===== src/codec_word_fifo.sv =====
`timescale 1ns/100ps
////////////////////////////////////////////////////////////////////////////
// Shared constants and carriers for the codec host-side logic
package codec_pkg;
  localparam int WORD_W = 16;                  // Compressed data word
  localparam int FIFO_DEPTH = 64;              // Compressed FIFO words
  localparam int CNT_W = 7;                    // Fill count width
  localparam logic [6:0] SRQ_LEVEL = 7'h20;    // Service request level
  localparam logic [6:0] FIFO_FULL = 7'h40;    // Count when full
  localparam int QT_ENTRIES = 84;              // Quantizer width table size
  localparam int QT_AW = 7;                    // Table address width
  localparam int ST_W = 7;                     // Status register width
  localparam int ST_LINE_CODE = 0;             // Status bit positions
  localparam int ST_STATS = 1;
  localparam int ST_SRQ = 2;
  localparam int ST_MEM_ERR = 3;
  localparam int ST_FIFO_ERR = 4;
  localparam int ST_FIFO_STOP = 5;
  localparam int ST_VIDEO_FAULT = 6;
  localparam logic [6:0] ST_RESET = 7'h00;     // Status reset value
  localparam logic [6:0] MASK_ALL = 7'h7F;     // Mask of defined bits
  // FIFO entry: data word plus end-of-field mark
  typedef struct packed {
    logic field_end;
    logic [15:0] word;
  } fifo_entry_s;
endpackage

////////////////////////////////////////////////////////////////////////////
// Synchronous word FIFO; honest full and empty, count of held words
module codec_word_fifo (
  input wire logic clk_in,
  input wire logic rst_in,
  input wire logic push_in,
  input wire codec_pkg::fifo_entry_s push_data_in,
  input wire logic pop_in,
  output codec_pkg::fifo_entry_s pop_data_out,
  output logic full_out,
  output logic empty_out,
  output logic [6:0] count_out
);
  codec_pkg::fifo_entry_s mem_q [codec_pkg::FIFO_DEPTH]; // Storage
  logic [5:0] wr_ptr_q; // Write pointer
  logic [5:0] rd_ptr_q; // Read pointer
  logic [6:0] count_q;  // Words held
  logic do_push;        // Accepted push
  logic do_pop;         // Accepted pop

  assign full_out = (count_q == codec_pkg::FIFO_FULL);
  assign empty_out = (count_q == 7'h00);
  assign count_out = count_q;
  assign pop_data_out = mem_q[rd_ptr_q];
  assign do_push = push_in && !full_out;
  assign do_pop = pop_in && !empty_out;

  // Storage write, no reset needed on data
  always_ff @(posedge clk_in) begin
    if (do_push) begin
      mem_q[wr_ptr_q] <= push_data_in;
    end
  end

  // Pointers and count
  always_ff @(posedge clk_in) begin
    if (rst_in) begin
      wr_ptr_q <= 6'h00;
      rd_ptr_q <= 6'h00;
      count_q <= 7'h00;
    end else begin
      if (do_push) begin
        wr_ptr_q <= wr_ptr_q + 6'h01;
      end
      if (do_pop) begin
        rd_ptr_q <= rd_ptr_q + 6'h01;
      end
      if (do_push && !do_pop) begin
        count_q <= count_q + 7'h01;
      end else if (do_pop && !do_push) begin
        count_q <= count_q - 7'h01;
      end
    end
  end
endmodule // codec_word_fifo


===== src/codec_irq_fifo_service.sv =====
`timescale 1ns/100ps
////////////////////////////////////////////////////////////////////////////
// How it works
// - Address-ready flag: host clears, set wins
// - Reading status drops the host interrupt, a new masked event wins
// - Line code holds until one long word read
// - Line code rises only on FIFO read
module codec_irq_fifo_service (
  input wire logic clk_in,
  input wire logic rst_in,
  input wire logic encode_mode_in,         // 1 encode, 0 decode
  input wire logic [15:0] enc_word_in,     // Compressed word from core
  input wire logic enc_field_end_in,       // Word is last of the field
  input wire logic enc_word_valid_in,      // Core word strobe
  input wire logic fifo_rd_in,             // Host reads one FIFO word
  input wire logic fifo_wr_in,             // Host writes one FIFO word
  input wire logic [15:0] fifo_wr_data_in, // Host write data
  input wire logic dec_ready_in,           // Decode core takes a word
  input wire logic statistics_ready_in,    // Core statistics event
  input wire logic mem_err_in,             // Memory fault event
  input wire logic video_stream_fault_in,  // Video stream fault event
  input wire logic fifo_stop_in,           // Core halted FIFO event
  input wire logic [6:0] irq_mask_in,      // Interrupt mask
  input wire logic stat_rd_in,             // Host reads mask and status
  input wire logic ready_clr_in,           // Host hands buffer back
  input wire logic qt_wr_in,               // Quantizer table write
  input wire logic [6:0] qt_addr_in,       // Quantizer table index
  input wire logic [15:0] qt_data_in,      // Quantizer table data
  output logic [15:0] fifo_rd_data_out,    // Word read by host
  output logic [6:0] stat_rd_data_out,     // Status word read by host
  output logic host_interrupt_request_n_out, // Host interrupt, low active
  output logic line_code_out,              // Line-code indication
  output logic fifo_service_request_out,   // FIFO needs service
  output logic ready_new_addr_out,         // Ready-for-new-address flag
  output logic [15:0] dec_word_out,        // Word to decode core
  output logic dec_word_valid_out,         // Decode word strobe
  output logic [15:0] qt_rd_data_out       // Table entry just written
);
  ////////////////////////////////////////////////////////////////////////
  // Declarations
  codec_pkg::fifo_entry_s push_data; // Entry into FIFO
  codec_pkg::fifo_entry_s pop_data;  // Entry at FIFO head
  logic push, pop; // FIFO push and pop requests
  logic full, empty; // FIFO full and empty
  logic [6:0] count; // FIFO fill
  logic host_pop, dec_pop; // Host read or decode core takes a word
  logic overflow, underflow; // Push into full, read from empty FIFO
  logic lc_set, lc_clear; // Line code raises or drops this cycle
  logic srq_level;       // Service level reached
  logic [6:0] events;    // Sticky event sets this cycle
  logic [6:0] status;    // Live status word
  logic line_code_q;     // Line-code indication
  logic lc_half_q;       // Half of clearing long word read
  logic srq_q;           // Registered service request
  logic [6:0] sticky_q;  // Sticky event bits
  logic irq_q;           // Interrupt pending
  logic ready_q;         // Ready-for-new-address flag
  logic [15:0] rd_data_q, dec_word_q, qt_rd_q; // Data output registers
  logic [6:0] stat_rd_q; // Status read register
  logic dec_valid_q; // Decode word strobe register
  logic [15:0] qt_mem_q [codec_pkg::QT_ENTRIES]; // Quantizer width table

  // True for an index inside the quantizer width table
  function automatic logic qt_index_ok(input logic [6:0] idx);
    qt_index_ok = (32'(idx) < codec_pkg::QT_ENTRIES);
  endfunction

  ////////////////////////////////////////////////////////////////////////
  // FIFO and its two directions
  assign host_pop = fifo_rd_in && encode_mode_in && !empty;
  assign dec_pop = dec_ready_in && !encode_mode_in && !empty;
  assign pop = host_pop || dec_pop;
  assign push = encode_mode_in ? enc_word_valid_in : fifo_wr_in;
  assign push_data.word = encode_mode_in ? enc_word_in : fifo_wr_data_in;
  assign push_data.field_end = encode_mode_in && enc_field_end_in;
  assign overflow = push && full;
  assign underflow = (fifo_rd_in && encode_mode_in && empty) ||
                     (dec_ready_in && !encode_mode_in && empty);

  codec_word_fifo u_fifo (
    .clk_in(clk_in),
    .rst_in(rst_in),
    .push_in(push),
    .push_data_in(push_data),
    .pop_in(pop),
    .pop_data_out(pop_data),
    .full_out(full),
    .empty_out(empty),
    .count_out(count)
  );

  // Encode wants draining at or above the level, decode wants filling at or below it
  assign srq_level = encode_mode_in ? (count >= codec_pkg::SRQ_LEVEL) :
                     (count <= codec_pkg::FIFO_FULL - codec_pkg::SRQ_LEVEL);

  // Host read data and decode output words
  always_ff @(posedge clk_in) begin
    if (rst_in) begin
      rd_data_q <= 16'h0000;
      dec_word_q <= 16'h0000;
      dec_valid_q <= 1'b0;
    end else begin
      if (host_pop) begin
        rd_data_q <= pop_data.word;
      end
      if (dec_pop) begin
        dec_word_q <= pop_data.word;
      end
      dec_valid_q <= dec_pop;
    end
  end

  ////////////////////////////////////////////////////////////////////////
  // Line code: raised by reading the field's last word, held until the
  // following long word (two host reads) has left the FIFO
  assign lc_set = host_pop && pop_data.field_end;
  assign lc_clear = line_code_q && host_pop && lc_half_q;

  always_ff @(posedge clk_in) begin
    if (rst_in) begin
      line_code_q <= 1'b0;
      lc_half_q <= 1'b0;
    end else if (lc_set) begin
      line_code_q <= 1'b1;
      lc_half_q <= 1'b0;
    end else if (lc_clear) begin
      line_code_q <= 1'b0;
      lc_half_q <= 1'b0;
    end else if (line_code_q && host_pop) begin
      lc_half_q <= 1'b1;
    end
  end

  ////////////////////////////////////////////////////////////////////////
  // Status and interrupt
  always_comb begin
    events = codec_pkg::ST_RESET;
    events[codec_pkg::ST_LINE_CODE] = lc_set;
    events[codec_pkg::ST_STATS] = statistics_ready_in;
    events[codec_pkg::ST_SRQ] = srq_level && !srq_q;
    events[codec_pkg::ST_MEM_ERR] = mem_err_in;
    events[codec_pkg::ST_FIFO_ERR] = overflow || underflow;
    events[codec_pkg::ST_FIFO_STOP] = fifo_stop_in;
    events[codec_pkg::ST_VIDEO_FAULT] = video_stream_fault_in;
  end

  // Levels report live, events report their sticky bit
  always_comb begin
    status = sticky_q;
    status[codec_pkg::ST_LINE_CODE] = line_code_q;
    status[codec_pkg::ST_SRQ] = srq_q;
  end

  // Sticky bits clear on status read; a new event wins the clear
  always_ff @(posedge clk_in) begin
    if (rst_in) begin
      sticky_q <= codec_pkg::ST_RESET;
      srq_q <= 1'b0;
    end else begin
      sticky_q <= (stat_rd_in ? codec_pkg::ST_RESET : sticky_q) | events;
      srq_q <= srq_level;
    end
  end

  // Read returns the masked status and drops the interrupt; a new masked event wins the drop
  always_ff @(posedge clk_in) begin
    if (rst_in) begin
      stat_rd_q <= codec_pkg::ST_RESET;
      irq_q <= 1'b0;
    end else begin
      if (stat_rd_in) begin
        stat_rd_q <= status & irq_mask_in & codec_pkg::MASK_ALL;
      end
      if ((events & irq_mask_in) != 7'h00) begin
        irq_q <= 1'b1;
      end else if (stat_rd_in) begin
        irq_q <= 1'b0;
      end
    end
  end

  ////////////////////////////////////////////////////////////////////////
  // Ready-for-new-address flag: set when the long word after the field end has been read
  always_ff @(posedge clk_in) begin
    if (rst_in) begin
      ready_q <= 1'b0;
    end else if (lc_clear) begin
      ready_q <= 1'b1;
    end else if (ready_clr_in) begin
      ready_q <= 1'b0;
    end
  end

  ////////////////////////////////////////////////////////////////////////
  // Quantizer width table, block-written by the host
  always_ff @(posedge clk_in) begin
    if (qt_wr_in && qt_index_ok(qt_addr_in)) begin
      qt_mem_q[qt_addr_in] <= qt_data_in;
    end
  end

  // Echo of the last accepted table write
  always_ff @(posedge clk_in) begin
    if (rst_in) begin
      qt_rd_q <= 16'h0000;
    end else if (qt_wr_in && qt_index_ok(qt_addr_in)) begin
      qt_rd_q <= qt_data_in;
    end
  end

  ////////////////////////////////////////////////////////////////////////
  // Outputs
  assign fifo_rd_data_out = rd_data_q;
  assign stat_rd_data_out = stat_rd_q;
  assign host_interrupt_request_n_out = !irq_q;
  assign line_code_out = line_code_q;
  assign fifo_service_request_out = srq_q;
  assign ready_new_addr_out = ready_q;
  assign dec_word_out = dec_word_q;
  assign dec_word_valid_out = dec_valid_q;
  assign qt_rd_data_out = qt_rd_q;

  ////////////////////////////////////////////////////////////////////////
  // Assertions
  property p_lc_rise;
    @(posedge clk_in) disable iff (rst_in)
    $rose(line_code_q) |-> $past(host_pop) && $past(pop_data.field_end);
  endproperty
  a_lc_rise: assert property (p_lc_rise)
    else $error("line code rose without a field-end read");
  property p_lc_hold;
    @(posedge clk_in) disable iff (rst_in)
    $fell(line_code_q) |-> $past(host_pop) && $past(lc_half_q);
  endproperty
  a_lc_hold: assert property (p_lc_hold)
    else $error("line code fell before a long word was read");
  property p_lc_two_reads;
    @(posedge clk_in) disable iff (rst_in)
    lc_set ##1 (!host_pop && !lc_set)[*2] |-> line_code_q;
  endproperty
  a_lc_two_reads: assert property (p_lc_two_reads)
    else $error("line code dropped with no reads");
  property p_irq_drop;
    @(posedge clk_in) disable iff (rst_in)
    stat_rd_in && ((events & irq_mask_in) == 7'h00) |=>
      host_interrupt_request_n_out;
  endproperty
  a_irq_drop: assert property (p_irq_drop)
    else $error("interrupt still asserted after status read");
  property p_irq_raise;
    @(posedge clk_in) disable iff (rst_in)
    ((events & irq_mask_in) != 7'h00) |=> !host_interrupt_request_n_out;
  endproperty
  a_irq_raise: assert property (p_irq_raise)
    else $error("masked event did not raise the interrupt");
  property p_ready_set_wins;
    @(posedge clk_in) disable iff (rst_in)
    lc_clear |=> ready_new_addr_out;
  endproperty
  a_ready_set_wins: assert property (p_ready_set_wins)
    else $error("address-ready flag not set at field end");
  property p_ready_clear;
    @(posedge clk_in) disable iff (rst_in)
    ready_clr_in && !lc_clear |=> !ready_new_addr_out;
  endproperty
  a_ready_clear: assert property (p_ready_clear)
    else $error("address-ready flag not cleared by host");
  property p_read_word;
    @(posedge clk_in) disable iff (rst_in)
    host_pop |=> fifo_rd_data_out == $past(pop_data.word);
  endproperty
  a_read_word: assert property (p_read_word)
    else $error("host read returned the wrong word");
  c_field_end: cover property (@(posedge clk_in) disable iff (rst_in)
    lc_set ##[1:20] lc_clear);
  c_status_read: cover property (@(posedge clk_in) disable iff (rst_in)
    !host_interrupt_request_n_out ##1 stat_rd_in);
  c_decode_word: cover property (@(posedge clk_in) disable iff (rst_in)
    !encode_mode_in && dec_valid_q);
endmodule // codec_irq_fifo_service


===== config.mk =====
export PLATFORM = sky130hd
export DESIGN_NAME = codec_irq_fifo_service
export DESIGN_NICKNAME = d
export VERILOG_FILES = /design/src/codec_word_fifo.sv /design/src/codec_irq_fifo_service.sv
export SDC_FILE = /design/constraint.sdc
export NUM_CORES = 1
export LEC_CHECK = 0
export BUFFER_PORTS_ARGS = -buffer_cell sky130_fd_sc_hd__buf_4
export CAP_MARGIN = 20
export CORE_ASPECT_RATIO = 0.75
export CORE_MARGIN = 1
export CORE_UTILIZATION = 45
export CTS_CLUSTER_DIAMETER = 120
export DETAILED_ROUTE_END_ITERATION = 8
export GPL_TIMING_DRIVEN = 0
export SYNTH_ARGS = -nofsm -noshare
export SYNTH_HDL_FRONTEND = slang
export SYNTH_SLANG_ARGS = --single-unit

===== constraint.sdc =====
create_clock -name clk_in -period 10.45 [get_ports clk_in]
set_input_delay 1.045 -clock clk_in [delete_from_list [all_inputs] [get_ports clk_in]]
set_output_delay 1.045 -clock clk_in [all_outputs]
set_load 0.005 [all_outputs]

After elaboration in Yosys (flattened, before gate mapping)

Memory sizes are Yosys's and may differ from the RTL's. A register that Yosys moved wholly into a read port is not among the register bits.
Index checks and enable logic that the tools add are counted.

Word-level logic and storage cells: 76
RAM bits: 1088
Register bits: 87
Memories: 1

Equal/unequal tests: 1
Add/sub/neg operators: 4
Mux-type cells: 16
Reductions and logical operators: 34
Bitwise operators: 3
Order comparisons: 3

Memories:

| memory       | words | bits a word | read ports | clocked after memory_dff | write ports | RTL line              | RTL |
|---|---|---|---|---|---|---|---|
| u_fifo.mem_q | 64    | 17          | 1          | 1                        | 1           | codec_word_fifo.sv:42 | `codec_pkg::fifo_entry_s mem_q [codec_pkg::FIFO_DEPTH];` |

Operators by type and width:

| cell                                                                             | number |
|---|---|
| 7-bit two-way mux                                                                | 3 |
| 1-bit logical AND                                                                | 17 |
| 16-bit two-way mux                                                               | 1 |
| 7-bit AND                                                                        | 2 |
| 6-bit by 1-bit adder with 6-bit output, second input constant                    | 2 |
| 6-bit two-way mux                                                                | 2 |
| 1-bit two-way mux                                                                | 10 |
| 2-bit nonzero test                                                               | 4 |
| 7-bit by 1-bit adder with 7-bit output, second input constant                    | 1 |
| 7-bit == test, second input constant                                             | 1 |
| 7-bit by 6-bit >= comparator with 1-bit output, second input constant            | 1 |
| 7-bit by 6-bit less-or-equal comparator with 1-bit output, second input constant | 1 |
| 1-bit zero test                                                                  | 7 |
| 7-bit zero test                                                                  | 1 |
| 7-bit less-than comparator, second input constant                                | 1 |
| 7-bit bitwise OR                                                                 | 1 |
| 7-bit nonzero test                                                               | 1 |
| 7-bit by 1-bit subtractor with 7-bit output, second input constant               | 1 |
| 1-bit logical OR                                                                 | 3 |
| 3-bit OR reduction                                                               | 1 |

Logic depth before layout (Yosys ltp)

Depth after elaboration: 8
Gate-level depth with buffers: 14

Hierarchy

A second synthesis with hierarchy kept.

Cell total of the unflattened synthesis: 2281
Area total of the unflattened synthesis: 45753.9 um^2

By module, submodules not included:

| module                 | times used | seq. area each (um^2) | cells each | area each (um^2) |
|---|---|---|---|---|
| codec_word_fifo        | 1          | 33171.8               | 1961       | 43083.8 |
| codec_irq_fifo_service | 1          | 1321.3                | 320        | 2670.1 |

Worst setup path after synthesis

OpenSTA, ideal clock, no wires.

Kind: input to register
From: input port encode_mode_in
To: register u_fifo.count_q[6] (netlist: u_fifo.count_out[6])
Stages on the path: 14
Data arrival time: 3.538 ns
Setup slack: 6.842 ns
Buffers on the path: 1
Setup time: 0.070 ns
Cell sequence: clkbuf_1 nand2b_1 a21oi_1 inv_1 ha_1 inv_1 ha_1 a21o_1 a21oi_1 o21bai_1 a21oi_1 xnor2_1 or3_1 a21oi_1

Word-level cells in the longest chain between the ends: 8
Elaborated cells between the ends (all ways): 15
Those cells by class: mux: 2; reduce/logical: 13

RTL lines:

| element                                                        | RTL line                     | RTL |
|---|---|---|
| start, declared                                                | codec_irq_fifo_service.sv:11 | `input wire logic encode_mode_in,` |
| 1-bit zero test                                                | codec_irq_fifo_service.sv:71 | `assign dec_pop = dec_ready_in && !encode_mode_in && !empty;` |
| 1-bit logical AND (2 in series)                                | codec_irq_fifo_service.sv:71 |  |
| 1-bit logical OR                                               | codec_irq_fifo_service.sv:72 | `assign pop = host_pop \|\| dec_pop;` |
| 1-bit logical AND                                              | codec_word_fifo.sv:54        | `assign do_pop = pop_in && !empty_out;` |
| 1-bit zero test                                                | codec_word_fifo.sv:76        | `if (do_push && !do_pop) begin` |
| 1-bit logical AND                                              | codec_word_fifo.sv:76        |  |
| 7-bit two-way mux / 2-bit nonzero test (equally long branches) | --                           |  |
| end signal, assigned                                           | codec_word_fifo.sv:77        | `count_q <= count_q + 7'h01;` |
| end signal, assigned                                           | codec_word_fifo.sv:79        | `count_q <= count_q - 7'h01;` |
| end, declared                                                  | codec_word_fifo.sv:45        | `logic [6:0] count_q;` |

Parallel ways exist; a longest one is shown, timed or not.
A chain may end at the register's enable or synchronous reset.

==> metrics.md <==
| Metric | Value |
|---|---|
| Status | completed |
| Vias per cell | 6.12 |
| Final core occ | 0.532 |
| Initial antenna violation count | 3 |
| Synth warn | 0 |
| Seq/Total Area, Yosys | 0.762 |
| Commonest register cell after synthesis | edfxtp_1 |
| GP Congestion | 0.905 |
| Max-slew violations | 0 |
| Clock latency on the worst-skew pair | 0.73 ns |
| Synth Register Bits | 1,179 |
| Synth top area cells | edfxtp_1, mux4_2, dfxtp_1 |
| Worst-margin pin slew | 1.20 ns |
| Syn nets | 2,208 |
| Cells after synthesis | 2,121 |
| Pleak | 16.9 nW |
| TNS Setup | 0 ns |
| Number of setup violations in the final report | 0 |
| Net Sw Frac | 0.266 |
| Synth top area share | 0.722 |
| Total gr overflow | 0 |
| Total of max-cap violations | 0 |
| Met3 GRT Util | 0.0755 |
| Slew HR | 0.198 |
| Hold Path Class | flop to flop |
| GRT met2 Usage | 0.352 |
| Setup crit end kind | flop |
| Final wirelength | around 130,000 microns |
| DP HPWL | between 80,000 and 90,000 microns |
| Most frequent cells in the layout | edfxtp_1, mux4_2, buf_4 |
| Vertical die dimension | ~280 microns |
| Final worst path period share | 0.418 |
| Die Area | between 0.1 and 0.15 sq mm |
| Row cnt | 100 |
| Hold Violations, Final | 0 |
| Number of global-route vias before repair | 23,253 |
| Post-synth EDFFs | 1,088 |
| Mapped Avg Cell Area | 21.3 sq um |
| CP Data Required Time | between 10 and 15 ns |
| Crit path time final | 4.37 ns |
| Via count | roughly 24,000 |
| Worst-path fanout max | 10 |
| CTS Sinks | 1,179 |
| Number of setup buffers added after CTS | 0 |
| Port buffer count | 131 |
| Gr usage total | 0.247 |
| Worst reg2reg setup slack | approximately 6 ns |
| CTS tree | built |
| DIE WIDTH | 368 microns |
| Pwr dens | between 200 and 250 mW/mm^2 |
| H-tree depth | 3 |
| Routing layer with the top usage in global route | met1 |
| Routed len/inst | between 30 and 40 microns |
| Layout area overhead | 16.8% |
| Combinational share of power | 0.201 |
| Core area | 0.0995 sq mm |
| Psw | 3.13 mW |
| Setup crit start kind | flop |
| Fill count | 7,655 |
| RSZ-0062 raised after global routing | false |
| Most common cell after layout, fill and taps aside | edfxtp_1 |
| CTS root buffer | clkbuf_16 |
| Leading area contributor after synthesis | edfxtp_1 |
| DRC viols | 0 |
| Largest net degree at the start of global routing | 65 |
| Starting Density | 0.455 |
| Drt pass-1 iters | 6 |
| Layout cells sized above 1 | 0.319 |
| Final hold slack | 0.452 ns |
| Grt met1 use | 0.371 |
| Synth unique cells | 54 |
| Part of the power in registers | 0.452 |
| Post-cts resize count | 0 |
| First-pass GRT wire length | 175,000 microns |
| Final Skew | between 0.06 and 0.07 ns |
| Critical path type | flop to flop |
| CTS Hold Buffers Added | 0 |
| Internal power | just under 9 mW |
| Mapped cell area | 0.0453 sq mm |
| First DRT Iteration DRCs | ~3,500 |
| Ys async rst share | 0 |
| Cts bufs inserted | 110 |
| Longest Clk Path Bufs | 3 |
| CTS clk-pin slew, worst paths | 0.06 ns |
| Total power | 11.8 mW |
| # IOs | 137 |
| Detail Route Antenna Nets | 0 |
| Max rail drop VDD | 0.153 mV |
| Crit path DAT | approximately 5 ns |
| Clk pwr share | 0.347 |
| Nets@finish | 2,507 |
| Max Fclk | roughly 0.23 GHz |
[per-stage QoR]
stage,setup WS [ns],cell area (sq um),std cells
after floorplan,6.84,45300,2121
final,6.08,52900,3843
after global placement,5.21,47900,3578
after CTS,6.23,52700,3830
after global routing,6.11,52900,3842
after detailed placement,6.02,49000,3622
[synth_stat cells, drive strengths merged (8+ instances only)]
cell and n:
nand3 15, buf 61, ha 9, mux4 315, edfxtp 1088, nor2 129, mux2i 64, dfxtp 91
clkbuf 55, a211oi 9, a21oi 42, mux2 19, a22oi 16, o21ai 13, nand2 89, inv 10
a21o 9, xnor2 8, a32oi 17
[routing by layer]
metal | wire, microns | up-vias
li1 | - | 9405
met3 | 14800 | 201
met2 | 54300 | 1357
met4 | 2920 | 2
met1 | 53200 | 12570
met5 | 13 | -
[power by group through the flow]
stage	registers [mW]	logic (mW)	clock network (mW)
after floorplan	5.41	1.51	0
after global placement	5.43	2.29	0
after detailed placement	5.43	2.35	0
after CTS	5.33	2.36	4.12
after global routing	5.33	2.50	4.29
final	5.33	2.37	4.08
[critical path: stages, from the launching register on]
cell and delay (ns):
dfxtp_1 0.37, buf_2 0.43, buf_2 0.46, clkbuf_1 0.74
clkbuf_1 0.95, mux4_2 0.49, a22oi_1 0.34, nand2_1 0.20
a22o_1 0.21
[path summary, 6_finish.rpt]
path	from	to	cells past startpoint
worst max-delay path	flop	dec_word_out[13]$_SDFFE_PP0P_	8
worst min-delay path	fifo_service_request_out$_SDFF_PP0_	stat_rd_data_out[2]$_SDFFE_PP0P_	2
worst max register to register	flop	dec_word_out[13]$_SDFFE_PP0P_	8
worst min register to register	fifo_service_request_out$_SDFF_PP0_	stat_rd_data_out[2]$_SDFFE_PP0P_	2
[flip-flops by register name, indices dropped and copies added (netlist names), 5 cells and up, named ones only]
name              count
u_fifo.mem_q       1088
dec_word_out         16
fifo_rd_data_out     16
qt_rd_data_out       16
stat_rd_data_out      7
u_fifo.count_out      7
u_fifo.rd_ptr_q       6
u_fifo.wr_ptr_q       6
sticky_q              5
[cell type report]
type / instances / area, sq um / area share
clock buffers: 147 / 2990 / 0.0565
plain buffers: 116 / 549 / 0.0104
diodes: 1 / 2.50 / 0.0000473
flip-flops and latches: 1179 / 34500 / 0.652
clock inverters: 61 / 661 / 0.0125
well taps: 1326 / 1660 / 0.0314
repair buffers: 187 / 1990 / 0.0375
multi-input cells: 814 / 10500 / 0.199
inverters: 12 / 45.0 / 0.000852
[cells by family after synthesis]
family / after synthesis / synth area share
DFF: 1179 / 0.762
muxes: 398 / 0.176
and+or+nand+nor: 258 / 0.0235
AOI/OAI and AO/OA: 133 / 0.0200
buffers and inverters: 128 / 0.0131
xor gates and xnor gates: 15 / 0.00290
adders and majority gates: 10 / 0.00293
(Power assumes the default switching activity.)
